`config.mk`:
```
export PLATFORM = sky130hd
export DESIGN_NAME = dgc_top
export DESIGN_NICKNAME = d
export VERILOG_FILES = /design/src/pkg/dgc_pkg.sv /design/src/hdl/dgc_axil.sv /design/src/hdl/dgc_calc.sv /design/src/hdl/dgc_top.sv
export SDC_FILE = /design/constraint.sdc
export NUM_CORES = 1
export LEC_CHECK = 0
export ABC_CLOCK_PERIOD_IN_PS = 6340
export BUFFER_PORTS_ARGS = -buffer_cell sky130_fd_sc_hd__buf_4
export CORE_MARGIN = 2
export CORE_UTILIZATION = 36
export CTS_CLUSTER_SIZE = 40
export DETAILED_ROUTE_END_ITERATION = 12
export SETUP_SLACK_MARGIN = 0.2
export SYNTH_ARGS = -nofsm -noshare
export SYNTH_HDL_FRONTEND = slang
export SYNTH_HIERARCHICAL = 1
export SYNTH_SLANG_ARGS = --single-unit
```
`constraint.sdc`:
```
create_clock -name aclk -period 6.34 [get_ports aclk]
set_input_delay 0 -clock aclk [delete_from_list [all_inputs] [get_ports aclk]]
set_output_delay 0 -clock aclk [all_outputs]
set_load 0.05 [all_outputs]
```
`src/pkg/dgc_pkg.sv`:
```
// Shared constants and carrier types for the DAC gain and offset correction block.
`default_nettype none

package dgc_pkg;

	////////////////////////////////////////////////////////////////////////////////
	// Widths.
	localparam int CODE_W = 18;
	localparam int ADDR_W = 8;
	localparam int DATA_W = 32;
	localparam int STRB_W = DATA_W / 8;

	////////////////////////////////////////////////////////////////////////////////
	// Register byte addresses.
	localparam logic [ADDR_W-1:0] ADDR_CODE = 8'h00;
	localparam logic [ADDR_W-1:0] ADDR_GAIN = 8'h04;
	localparam logic [ADDR_W-1:0] ADDR_OFFS = 8'h08;
	localparam logic [ADDR_W-1:0] ADDR_STAT = 8'h0C;
	localparam logic [ADDR_W-1:0] ADDR_MODE = 8'h10;
	localparam logic [ADDR_W-1:0] ADDR_CORR = 8'h14;

	////////////////////////////////////////////////////////////////////////////////
	// Values after reset and code limits.
	localparam logic [CODE_W-1:0] CODE_RST = 18'h0_0000;
	localparam logic [CODE_W-1:0] GAIN_RST = 18'h3_FFFF;
	localparam logic [CODE_W-1:0] OFFS_RST = 18'h0_0000;
	localparam logic [CODE_W-1:0] CODE_MAX = 18'h1_FFFF;
	localparam logic [CODE_W-1:0] CODE_MIN = 18'h2_0000;

	////////////////////////////////////////////////////////////////////////////////
	// Output mode field and status bit positions.
	localparam logic [1:0] MODE_HIZ    = 2'h0;
	localparam logic [1:0] MODE_VOLT   = 2'h1;
	localparam logic [1:0] MODE_VOLT25 = 2'h2;
	localparam logic [1:0] MODE_CURR   = 2'h3;
	localparam logic [1:0] MODE_RST    = MODE_HIZ;
	localparam int         STAT_BUSY   = 0;
	localparam int         STAT_CLIP   = 1;

	////////////////////////////////////////////////////////////////////////////////
	// Bus responses.
	localparam logic [1:0] RESP_OKAY   = 2'h0;
	localparam logic [1:0] RESP_SLVERR = 2'h2;

	////////////////////////////////////////////////////////////////////////////////
	// Timing: the correction must finish inside the host's wait time.
	localparam int CLK_HZ       = 10_000_000;
	localparam int CALC_TIME_NS = 2500;
	localparam int CALC_MAX_CYC = CALC_TIME_NS * (CLK_HZ / 1_000_000) / 1000;
	localparam int CALC_LAT     = CODE_W + 4;

	////////////////////////////////////////////////////////////////////////////////
	// Types.
	typedef enum logic [1:0] {CALC_IDLE, CALC_MUL, CALC_ADD} dgc_calc_e;

	typedef struct packed {
		logic              req;
		logic [ADDR_W-1:0] addr;
		logic [DATA_W-1:0] data;
		logic [STRB_W-1:0] strb;
	} dgc_wr_s;

	typedef struct packed {
		logic              req;
		logic [ADDR_W-1:0] addr;
	} dgc_rd_s;

	typedef struct packed {
		logic [DATA_W-1:0] data;
		logic              err;
	} dgc_rdata_s;

	typedef struct packed {
		logic [CODE_W-1:0] code;
		logic [CODE_W-1:0] gain;
		logic [CODE_W-1:0] offs;
	} dgc_coef_s;

endpackage

`default_nettype wire

```
`src/hdl/dgc_axil.sv`:
```
// AXI4-Lite slave front end: one write and one read in flight, registered answers.
`default_nettype none

module dgc_axil (
	input  wire logic                          aclk,
	input  wire logic                          aresetn,
	input  wire logic [dgc_pkg::ADDR_W-1:0]    awaddr,
	input  wire logic                          awvalid,
	output logic                               awready,
	input  wire logic [dgc_pkg::DATA_W-1:0]    wdata,
	input  wire logic [dgc_pkg::STRB_W-1:0]    wstrb,
	input  wire logic                          wvalid,
	output logic                               wready,
	output logic [1:0]                         bresp,
	output logic                               bvalid,
	input  wire logic                          bready,
	input  wire logic [dgc_pkg::ADDR_W-1:0]    araddr,
	input  wire logic                          arvalid,
	output logic                               arready,
	output logic [dgc_pkg::DATA_W-1:0]         rdata,
	output logic [1:0]                         rresp,
	output logic                               rvalid,
	input  wire logic                          rready,
	output dgc_pkg::dgc_wr_s                   wr,
	input  wire logic                          wr_err,
	output dgc_pkg::dgc_rd_s                   rd,
	input  wire dgc_pkg::dgc_rdata_s           rd_ans
);

	typedef struct packed {
		logic                       awready;
		logic                       wready;
		logic [dgc_pkg::ADDR_W-1:0] awaddr;
		logic [dgc_pkg::DATA_W-1:0] wdata;
		logic [dgc_pkg::STRB_W-1:0] wstrb;
		logic                       bvalid;
		logic [1:0]                 bresp;
		logic                       arready;
		logic [dgc_pkg::ADDR_W-1:0] araddr;
		logic                       rvalid;
		logic [dgc_pkg::DATA_W-1:0] rdata;
		logic [1:0]                 rresp;
	} dgc_axil_s;

	localparam dgc_axil_s RST = '{awready: 1'b1, wready: 1'b1, arready: 1'b1, bresp: dgc_pkg::RESP_OKAY,
		rresp: dgc_pkg::RESP_OKAY, default: '0};

	dgc_axil_s q;
	dgc_axil_s n;

	////////////////////////////////////////////////////////////////////////////////
	// A write is issued once address and data are both held and the last answer is gone.
	assign wr.req  = !q.awready && !q.wready && !q.bvalid;
	assign wr.addr = q.awaddr;
	assign wr.data = q.wdata;
	assign wr.strb = q.wstrb;
	assign rd.req  = !q.arready && !q.rvalid;
	assign rd.addr = q.araddr;

	always_comb begin
		n = q;
		if (awvalid && q.awready) begin
			n.awready = 1'b0;
			n.awaddr  = awaddr;
		end
		if (wvalid && q.wready) begin
			n.wready = 1'b0;
			n.wdata  = wdata;
			n.wstrb  = wstrb;
		end
		if (wr.req) begin
			n.bvalid = 1'b1;
			n.bresp  = wr_err ? dgc_pkg::RESP_SLVERR : dgc_pkg::RESP_OKAY;
		end
		if (q.bvalid && bready) begin
			n.bvalid  = 1'b0;
			n.awready = 1'b1;
			n.wready  = 1'b1;
		end
		if (arvalid && q.arready) begin
			n.arready = 1'b0;
			n.araddr  = araddr;
		end
		if (rd.req) begin
			n.rvalid = 1'b1;
			n.rdata  = rd_ans.data;
			n.rresp  = rd_ans.err ? dgc_pkg::RESP_SLVERR : dgc_pkg::RESP_OKAY;
		end
		if (q.rvalid && rready) begin
			n.rvalid  = 1'b0;
			n.arready = 1'b1;
		end
	end

	always_ff @(posedge aclk) begin
		if (!aresetn) begin
			q <= RST;
		end else begin
			q <= n;
		end
	end

	assign awready = q.awready;
	assign wready  = q.wready;
	assign bvalid  = q.bvalid;
	assign bresp   = q.bresp;
	assign arready = q.arready;
	assign rvalid  = q.rvalid;
	assign rdata   = q.rdata;
	assign rresp   = q.rresp;

endmodule // dgc_axil

`default_nettype wire

```
`src/hdl/dgc_calc.sv`:
```
// Sequential gain and offset correction: shift-add multiply, floor scaling, saturation.
`default_nettype none

module dgc_calc (
	input  wire logic                        aclk,
	input  wire logic                        aresetn,
	input  wire logic                        start,
	input  wire dgc_pkg::dgc_coef_s          coef,
	output logic                             done,
	output logic [dgc_pkg::CODE_W-1:0]       result,
	output logic                             clipped
);

	localparam int W  = dgc_pkg::CODE_W;
	localparam int AW = 2 * W + 2;

	typedef struct packed {
		dgc_pkg::dgc_calc_e st;
		logic [4:0]         cnt;
		logic [AW-1:0]      acc;
		logic [AW-1:0]      mc;
		logic [W:0]         mult;
		logic [W-1:0]       offs;
		logic [W-1:0]       result;
		logic               clipped;
		logic               done;
	} dgc_calc_s;

	localparam dgc_calc_s RST = '{st: dgc_pkg::CALC_IDLE, default: '0};

	dgc_calc_s          q;
	dgc_calc_s          n;
	logic signed [W+1:0] sum;

	always_comb begin
		n      = q;
		n.done = 1'b0;
		// Keeping the high bits of the product is an arithmetic shift, so it floors.
		sum = $signed(q.acc[AW-1:W]) + $signed({{2{q.offs[W-1]}}, q.offs});
		case (q.st)
			dgc_pkg::CALC_IDLE: begin
			end
			dgc_pkg::CALC_MUL: begin
				if (q.mult[0]) begin
					n.acc = q.acc + q.mc;
				end
				n.mc   = {q.mc[AW-2:0], 1'b0};
				n.mult = {1'b0, q.mult[W:1]};
				n.cnt  = q.cnt - 5'h1;
				if (q.cnt == 5'h0) begin
					n.st = dgc_pkg::CALC_ADD;
				end
			end
			dgc_pkg::CALC_ADD: begin
				n.st      = dgc_pkg::CALC_IDLE;
				n.done    = 1'b1;
				n.clipped = 1'b0;
				n.result  = sum[W-1:0];
				if (sum > $signed({2'b00, dgc_pkg::CODE_MAX})) begin
					n.result  = dgc_pkg::CODE_MAX;
					n.clipped = 1'b1;
				end else if (sum < $signed({2'b11, dgc_pkg::CODE_MIN})) begin
					n.result  = dgc_pkg::CODE_MIN;
					n.clipped = 1'b1;
				end
			end
			default: begin
				n.st = dgc_pkg::CALC_IDLE;
			end
		endcase
		// A new start always restarts with the latest coefficients and suppresses a stale result.
		if (start) begin
			n.st   = dgc_pkg::CALC_MUL;
			n.done = 1'b0;
			n.cnt  = 5'(W);
			n.acc  = '0;
			n.mc   = {{(AW - W){coef.code[W-1]}}, coef.code};
			n.mult = {1'b0, coef.gain} + 19'h0_0001;
			n.offs = coef.offs;
		end
	end

	always_ff @(posedge aclk) begin
		if (!aresetn) begin
			q <= RST;
		end else begin
			q <= n;
		end
	end

	assign done    = q.done;
	assign result  = q.result;
	assign clipped = q.clipped;

endmodule // dgc_calc

`default_nettype wire

```
`src/hdl/dgc_top.sv`:
```
// Top of the DAC gain and offset correction block with its AXI4-Lite register file.
//
// What this block does
// - After reset the output is high impedance; switching into voltage or current mode drives a zero code.
// - Every output code except the zero loaded on a mode switch is corrected with an 18-bit gain and an 18-bit offset before it reaches the converter.
// - The 18-bit data code is signed two's complement, zero giving zero output and all-ones minus one step.
// - The gain is unsigned, all zeros meaning one part in two to the eighteenth and all ones meaning unity.
// - The offset is a signed 18-bit code spanning about minus to plus half scale.
// - A corrected result outside the code range clips to the nearest extreme instead of wrapping.
// - The positive 25 V voltage setting uses the same correction and saturation, the shift coming afterwards.
// - Writing the data, gain or offset register starts a new correction, and the output updates when it ends.
// - The corrected code is data times gain plus one over two to the eighteenth, plus offset, saturated.
// - A busy bit is high during the correction, which the host may poll or wait out for 2.5 us.
//
// Local design decisions: register access over AXI4-Lite and the address map.
`default_nettype none

module dgc_top (
	input  wire logic                          aclk,
	input  wire logic                          aresetn,
	input  wire logic [dgc_pkg::ADDR_W-1:0]    s_axi_awaddr,
	input  wire logic                          s_axi_awvalid,
	output logic                               s_axi_awready,
	input  wire logic [dgc_pkg::DATA_W-1:0]    s_axi_wdata,
	input  wire logic [dgc_pkg::STRB_W-1:0]    s_axi_wstrb,
	input  wire logic                          s_axi_wvalid,
	output logic                               s_axi_wready,
	output logic [1:0]                         s_axi_bresp,
	output logic                               s_axi_bvalid,
	input  wire logic                          s_axi_bready,
	input  wire logic [dgc_pkg::ADDR_W-1:0]    s_axi_araddr,
	input  wire logic                          s_axi_arvalid,
	output logic                               s_axi_arready,
	output logic [dgc_pkg::DATA_W-1:0]         s_axi_rdata,
	output logic [1:0]                         s_axi_rresp,
	output logic                               s_axi_rvalid,
	input  wire logic                          s_axi_rready,
	output logic [dgc_pkg::CODE_W-1:0]         dac_code,
	output logic                               dac_load,
	output logic                               out_drive_en,
	output logic                               out_current_mode,
	output logic                               out_shift_25v,
	output logic                               calc_busy
);

	localparam int W = dgc_pkg::CODE_W;

	////////////////////////////////////////////////////////////////////////////////
	// The host may rely on the fixed wait, so the datapath must never be slower.
	generate
		if (dgc_pkg::CALC_LAT > dgc_pkg::CALC_MAX_CYC) begin : g_lat_check
			$error("Correction latency exceeds the host wait time.");
		end
	endgenerate

	////////////////////////////////////////////////////////////////////////////////
	// State.
	typedef struct packed {
		dgc_pkg::dgc_coef_s coef;
		logic [1:0]         mode;
		logic               start;
		logic               busy;
		logic               clip;
		logic [W-1:0]       corr;
		logic [W-1:0]       dac_code;
		logic               dac_load;
		logic               drive_en;
		logic               cur_mode;
		logic               shift25;
	} dgc_top_s;

	localparam dgc_top_s RST = '{
		coef:     '{code: dgc_pkg::CODE_RST, gain: dgc_pkg::GAIN_RST, offs: dgc_pkg::OFFS_RST},
		mode:     dgc_pkg::MODE_RST,
		corr:     dgc_pkg::CODE_RST,
		dac_code: dgc_pkg::CODE_RST,
		default:  '0
	};

	dgc_top_s             q;
	dgc_top_s             n;
	dgc_pkg::dgc_wr_s     wr;
	dgc_pkg::dgc_rd_s     rd;
	dgc_pkg::dgc_rdata_s  rd_ans;
	dgc_pkg::dgc_rdata_s  cur;
	logic [dgc_pkg::DATA_W-1:0] wv;
	logic                 cdone;
	logic [W-1:0]         cres;
	logic                 cclip;

	////////////////////////////////////////////////////////////////////////////////
	// Register read view; unmapped addresses answer with an error.
	function automatic dgc_pkg::dgc_rdata_s reg_read(input dgc_top_s s, input logic [dgc_pkg::ADDR_W-1:0] a);
		dgc_pkg::dgc_rdata_s r;
		r.data = 32'h0000_0000;
		r.err  = 1'b0;
		case ({a[dgc_pkg::ADDR_W-1:2], 2'b00})
			dgc_pkg::ADDR_CODE: begin
				r.data[W-1:0] = s.coef.code;
			end
			dgc_pkg::ADDR_GAIN: begin
				r.data[W-1:0] = s.coef.gain;
			end
			dgc_pkg::ADDR_OFFS: begin
				r.data[W-1:0] = s.coef.offs;
			end
			dgc_pkg::ADDR_STAT: begin
				r.data[dgc_pkg::STAT_BUSY] = s.busy;
				r.data[dgc_pkg::STAT_CLIP] = s.clip;
			end
			dgc_pkg::ADDR_MODE: begin
				r.data[1:0] = s.mode;
			end
			dgc_pkg::ADDR_CORR: begin
				r.data[W-1:0] = s.corr;
			end
			default: begin
				r.err = 1'b1;
			end
		endcase
		return r;
	endfunction

	// Byte lanes without a strobe keep their old contents.
	function automatic logic [dgc_pkg::DATA_W-1:0] lane_merge(
		input logic [dgc_pkg::DATA_W-1:0] old,
		input logic [dgc_pkg::DATA_W-1:0] data,
		input logic [dgc_pkg::STRB_W-1:0] strb
	);
		logic [dgc_pkg::DATA_W-1:0] m;
		m = old;
		for (int i = 0; i < dgc_pkg::STRB_W; i++) begin
			if (strb[i]) begin
				m[8*i +: 8] = data[8*i +: 8];
			end
		end
		return m;
	endfunction

	////////////////////////////////////////////////////////////////////////////////
	// Bus slave and correction datapath.
	dgc_axil u_axil (
		.aclk    (aclk),
		.aresetn (aresetn),
		.awaddr  (s_axi_awaddr),
		.awvalid (s_axi_awvalid),
		.awready (s_axi_awready),
		.wdata   (s_axi_wdata),
		.wstrb   (s_axi_wstrb),
		.wvalid  (s_axi_wvalid),
		.wready  (s_axi_wready),
		.bresp   (s_axi_bresp),
		.bvalid  (s_axi_bvalid),
		.bready  (s_axi_bready),
		.araddr  (s_axi_araddr),
		.arvalid (s_axi_arvalid),
		.arready (s_axi_arready),
		.rdata   (s_axi_rdata),
		.rresp   (s_axi_rresp),
		.rvalid  (s_axi_rvalid),
		.rready  (s_axi_rready),
		.wr      (wr),
		.wr_err  (cur.err),
		.rd      (rd),
		.rd_ans  (rd_ans)
	);

	dgc_calc u_calc (
		.aclk    (aclk),
		.aresetn (aresetn),
		.start   (q.start),
		.coef    (q.coef),
		.done    (cdone),
		.result  (cres),
		.clipped (cclip)
	);

	assign rd_ans = reg_read(q, rd.addr);

	////////////////////////////////////////////////////////////////////////////////
	// Register writes, recalculation start and output update.
	always_comb begin
		n          = q;
		n.start    = 1'b0;
		n.dac_load = 1'b0;
		cur        = reg_read(q, wr.addr);
		wv         = lane_merge(cur.data, wr.data, wr.strb);
		// A result that lands while a newer start is queued keeps busy high.
		if (cdone) begin
			n.dac_code = cres;
			n.dac_load = 1'b1;
			n.corr     = cres;
			n.clip     = cclip;
			n.busy     = q.start;
		end
		if (wr.req && !cur.err) begin
			case ({wr.addr[dgc_pkg::ADDR_W-1:2], 2'b00})
				dgc_pkg::ADDR_CODE: begin
					n.coef.code = wv[W-1:0];
					n.start     = 1'b1;
				end
				dgc_pkg::ADDR_GAIN: begin
					n.coef.gain = wv[W-1:0];
					n.start     = 1'b1;
				end
				dgc_pkg::ADDR_OFFS: begin
					n.coef.offs = wv[W-1:0];
					n.start     = 1'b1;
				end
				dgc_pkg::ADDR_MODE: begin
					n.mode = wv[1:0];
					if (wv[1:0] != q.mode) begin
						n.dac_code = dgc_pkg::CODE_RST;
						n.dac_load = 1'b1;
					end
				end
				default: begin
				end
			endcase
		end
		if (n.start) begin
			n.busy = 1'b1;
		end
		n.drive_en = n.mode != dgc_pkg::MODE_HIZ;
		n.cur_mode = n.mode == dgc_pkg::MODE_CURR;
		// The 25 V shift is analog only; the code path is the same as the bipolar setting.
		n.shift25  = n.mode == dgc_pkg::MODE_VOLT25;
	end

	always_ff @(posedge aclk) begin
		if (!aresetn) begin
			q <= RST;
		end else begin
			q <= n;
		end
	end

	assign dac_code         = q.dac_code;
	assign dac_load         = q.dac_load;
	assign out_drive_en     = q.drive_en;
	assign out_current_mode = q.cur_mode;
	assign out_shift_25v    = q.shift25;
	assign calc_busy        = q.busy;

endmodule // dgc_top

`default_nettype wire

```
Word-level counts from Yosys, hierarchy flattened
Cells that the tools add are included.
{"block": "totals", "register_bits": 303, "input_bits": 59, "output_inout_bits": 64, "word_cells": 120}
{"block": "classes", "addsub": 4, "order_cmp": 2, "n_eq_ne": 18, "muxes": 25, "n_bitwise": 2, "reduce_logical": 33}
{"cell": "one-hot mux 16 bit (4 select lines)", "count": 2}
{"cell": "two-way mux 119 bit", "count": 1}
{"cell": "two-way mux 100 bit", "count": 1}
{"cell": "two-way mux 19 bit", "count": 5}
{"cell": "two-way mux 39 bit", "count": 1}
{"cell": "adder 38 bit", "count": 1}
{"cell": "two-way mux 38 bit", "count": 1}
{"cell": "== test 6 x 2 -> 1 bit, second input constant", "count": 4}
{"cell": "== test 6 x 3 -> 1 bit, second input constant", "count": 4}
{"cell": "one-hot mux 2 bit (6 select lines)", "count": 2}
{"cell": "adder 20 x 18 -> 20 bit", "count": 1}
{"cell": "greater-than comparator 20 x 18 -> 1 bit, second input constant", "count": 1}
{"cell": "less-than comparator 20 x 18 -> 1 bit, second input constant", "count": 1}
{"cell": "adder 18 x 1 -> 19 bit, second input constant", "count": 1}
{"cell": "two-way mux 8 bit", "count": 2}
{"cell": "== test 6 x 1 -> 1 bit, second input constant", "count": 2}
{"cell": "zero test 6 bit", "count": 2}
{"cell": "AND reduction 2 bit", "count": 6}
{"cell": "OR reduction 6 bit", "count": 2}
{"cell": "two-way mux 2 bit", "count": 5}
{"cell": "logical AND 1 bit", "count": 9}
{"cell": "== test 2 bit, second input constant", "count": 3}
{"cell": "nonzero test 2 bit", "count": 3}
{"cell": "OR reduction 2 bit", "count": 3}
{"cell": "14 further kinds", "count": 21}

Depth between registers and ports, before layout
{"block": "logic_depth", "depth_word": 7, "ltp_mapped": 14, "mapped_depth_nobuf": 13}

By module
The synthesis kept the hierarchy.
{"mod": "dgc_calc", "instances": 1, "cells_per_inst": 1131, "area_per_inst_um2": 8643.3, "seq_area_each_um2": 2802.7}
{"mod": "dgc_top", "instances": 1, "cells_per_inst": 542, "area_per_inst_um2": 5047.3, "seq_area_each_um2": 1981.9}
{"mod": "dgc_axil", "instances": 1, "cells_per_inst": 414, "area_per_inst_um2": 3824.9, "seq_area_each_um2": 1821.7}

Least setup slack after synthesis
OpenSTA, ideal clock, no wires.
{"block": "synth_timing", "path_kind": "reg-to-reg", "from": "register u_calc/q[113] (netlist name)", "to": "register u_calc.q (netlist bit u_calc/result[10])", "setup_ns": 0.117, "arrival_ns": 2.674, "required_ns": 6.223, "slack_ns": 3.549, "stages_incl_launch_ff": 15, "n_path_buf": 1, "cell_sequence": "dfxtp_1 -> ha_1 -> inv_1 -> fa_1 -> nand2b_1 -> a21oi_1 -> o2111ai_1 -> nand3_1 -> nor4b_1 -> o41a_1 -> xor2_1 -> o21ai_2 -> buf_6 -> a21oi_1 -> nor2_1"}
{"block": "synth_between", "elab_chain_cells": 4}
{"item": "from (decl)", "line": "dgc_calc.sv:31", "text": "dgc_calc_s q;"}
{"item": "from (signal assigned)", "line": "dgc_calc.sv:87", "text": "q <= n;"}
{"item": "adder 20 x 18 -> 20 bit *", "line": "dgc_calc.sv:39", "text": "sum = $signed(q.acc[AW-1:W]) + $signed({{2{q.offs[W-1]}}, q.offs});"}
{"item": "less-than comparator 20 x 18 -> 1 bit", "line": "dgc_calc.sv:62", "text": "end else if (sum < $signed({2'b11, dgc_pkg::CODE_MIN})) begin"}
{"item": "two-way mux 19 bit", "line": "dgc_calc.sv:62"}
{"item": "two-way mux 19 bit *", "line": "dgc_calc.sv:59", "text": "if (sum > $signed({2'b00, dgc_pkg::CODE_MAX})) begin"}
Mark *: on every way between the ends. The rest lies on a longest branch, timed or not.
A chain may end at the register's enable or synchronous reset.

Worst setup path after layout
{"block": "layout_timing", "from": "register u_calc/q[113] (netlist name)", "to": "register u_calc.q (netlist bit u_calc/result[1])"}
The elaborated chain is that of the path after synthesis.

==> impl_metrics.py <==
metrics = {
    "critical_path": {
        "slowest_stage": "o21ai_2",
        "cp_num_cells": 13,
        "reg2regPathDepth": 13,
        "crit_buf_inv": 1,
        "path_delay_family": "compound AO/OA/AOI/OAI gates",
        "endpoint_kind": "flip-flop",
        "critPathRequiredTime_ns": 6.78,
        "path_cells": "ha_1 > inv_1 > fa_1 > nand2b_1 > a21oi_1 > o2111ai_1 > nand3_1 > nor4b_1 > o41a_1 > xor2_1 > o21ai_2 > nand2b_1 > a21oi_1",
        "crit_path_start": "u_calc/q[113]$_SDFFE_PP0P_",
        "crit_path_start_kind": "flip-flop",
        "worstPathArrival_ns": 4.02,
        "cp_max_fo": 18,
        "crit_type": "reg2reg",
        "critPathMaxStageDelay_ns": 0.70,
        "reg2reg_from": "u_calc/q[113]$_SDFFE_PP0P_",
    },
    "logic_synthesis": {
        "syn_avg_cell_area_sq_um": 8.34,
        "ys_warn_count": 6,
        "syn_area_sq_um": 16700,
        "synthCells": 2009,
    },
    "clock_tree": {
        "clkTransAtPathRegs_ns": 0.06,
        "clock_latency_ns": 0.52,
        "cts_root_buf": "clkbuf_16",
        "cts.sinks": 311,
        "cts_buffers": 35,
        "clock_path_buffers": 3,
        "h-tree-depth": 2,
        "post-cts-setup-buffers": 0,
        "cts_tree": "yes",
    },
    "drt": {
        "wl_per_cell_um": 17.2,
        "firstDrtPassIters": 5,
        "drc_errors": 0,
        "first_iter_violations": 1249,
        "avgViaCountPerCell": 5.42,
        "drt-total-wl_um": 46300,
        "final_antenna_net_count": 0,
        "vias": 14600,
    },
    "global_route": {
        "grtUsageMet1": 0.263,
        "grt_pass1_vias": 13500,
        "grt_use_total": 0.189,
        "grt_pass1_wl_um": 73500,
        "grt_max_degree": 82,
        "grtUsageMet3": 0.0291,
        "antenna_found_initial": 3,
        "grt-busiest-layer": "met2",
        "use_met2": 0.302,
        "overflow": 0,
    },
    "min_path": {
        "min_from": "s_axi_bready",
        "holdCritPathClass": "in2reg",
        "whs_path_depth": 4,
    },
    "final_layout": {
        "n_fill_cell": 4552,
        "regArea_sq_um": 6230,
        "most-common-layout-cells": "dfxtp_1, nand2_1, a21oi_1, buf_4, nor2_1",
        "multiInputGateArea_sq_um": 9480,
        "final_common_cell": "dfxtp_1",
        "final_util": 0.419,
        "syn_to_final_growth_pct": 15.8,
        "drive_above_1_share": 0.131,
        "num-nets-final": 2184,
    },
    "flow_run": {
        "drv_cap": 0,
    },
    "status": {
        "status": "completed",
    },
    "timing": {
        "fin_crit_sh": 0.565,
        "finClkSkew_ns": 0.0213,
        "finalSetupViolations": 0,
        "fin_ws_ns": 2.76,
        "fin_tns_setup_ns": 0,
        "final.min_clock_period_ns": 3.58,
        "rsz0062_at_grt": "false",
        "tightestPinTransition_ns": 1.17,
        "timing.hold.ws_ns": 0.329,
        "hold_viol": 0,
        "fmax_mhz": 279,
        "drv_slew": 0,
        "slew_headroom": 0.222,
    },
    "floorplanning": {
        "start_util": 0.362,
        "dieArea_sq_um": 48300,
        "fp.dieH_um": 220,
        "die_w_um": 220,
        "pin_count": 123,
        "core_area_sq_um": 46300,
        "num_rows": 79,
    },
    "pwr": {
        "power_density_nw_per_um2": 233,
        "p_comb_frac": 0.091,
        "netSwitchingPower_mw": 1.11,
        "power.internal_mw": 3.41,
        "p_leak_nw": 7.40,
        "peakVddDrop_v": 0.000202,
        "switching_share": 0.245,
        "pwr-share-seq": 0.450,
        "power_mw": 4.52,
        "pwr-share-clk": 0.460,
    },
    "place": {
        "post-place-ws_ns": 2.81,
        "hpwl_um": 31900,
        "io_buffers": 101,
        "place.gp.congestion": 0.877,
    },
}
power by group through the flow:
stage | clock [mW] | sequential [mW] | combinational (mW)
final | 2.08 | 2.03 | 0.410
after CTS | 2.12 | 2.03 | 0.407
after floorplan | 0 | 2.09 | 0.263
after global routing | 2.21 | 2.04 | 0.445
after detailed placement | 0 | 2.08 | 0.370
after global placement | 0 | 2.08 | 0.365
through the flow:
| stage | std cells | instance area [sq um] |
|---|---|---|
| global route | 2695 | 19400 |
| global placement | 2562 | 17500 |
| finish | 2696 | 19400 |
| CTS | 2695 | 19400 |
| detailed placement | 2562 | 17500 |
| floorplan | 2023 | 16800 |
worst paths after layout:
| path | endpoint | slack (ns) |
|---|---|---|
| max | u_calc/result[1]$_SDFFE_PN0P_ | 2.76 |
| min | u_axil/wready$_SDFFE_PP1P_ | 0.33 |
| max reg2reg | u_calc/result[1]$_SDFFE_PN0P_ | 2.76 |
| min reg2reg | u_calc/q[103]$_SDFFE_PP0P_ | 0.46 |
routing by layer:
layer | vias up | wire length [um]
met5 | - | 0
met4 | 0 | 1090
met3 | 67 | 2360
met2 | 361 | 21100
met1 | 6930 | 21700
li1 | 7252 | -
final cells by class:
| class | count | share of cell area |
|---|---|---|
| Multi-Input combinational cell | 1492 | 0.489 |
| Timing Repair Buffer | 193 | 0.0840 |
| Sequential cell | 311 | 0.321 |
| Clock buffer | 53 | 0.0540 |
| Tap cell | 607 | 0.0392 |
| Inverter | 31 | 0.00600 |
| Antenna cell | 1 | 0.000129 |
| Clock inverter | 8 | 0.00639 |
flip-flops by register name (all words and copies together) (netlist names), 6 cells and up:
register	flops
dac_code	18
u_axil/rd	6
u_calc/result	18
u_axil/wr	27
q	76
u_axil/rdata	32
u_calc/q	120
worst min-delay path: stages:
cell	delay, ns
dlygate4sd3_1	0.53
buf_4	0.11
a21boi_0	0.10
o21ai_0	0.08
timing repair:
| action | 4_1_cts | 5_1_grt |
|---|---|---|
| hold buffers | 72 | 0 |
| gates resized for setup | 0 | 0 |
| hold endpoints to repair | 56 | 0 |
| setup endpoints to repair | 0 | 0 |
No activity file was read; power rests on OpenSTA's default activity.
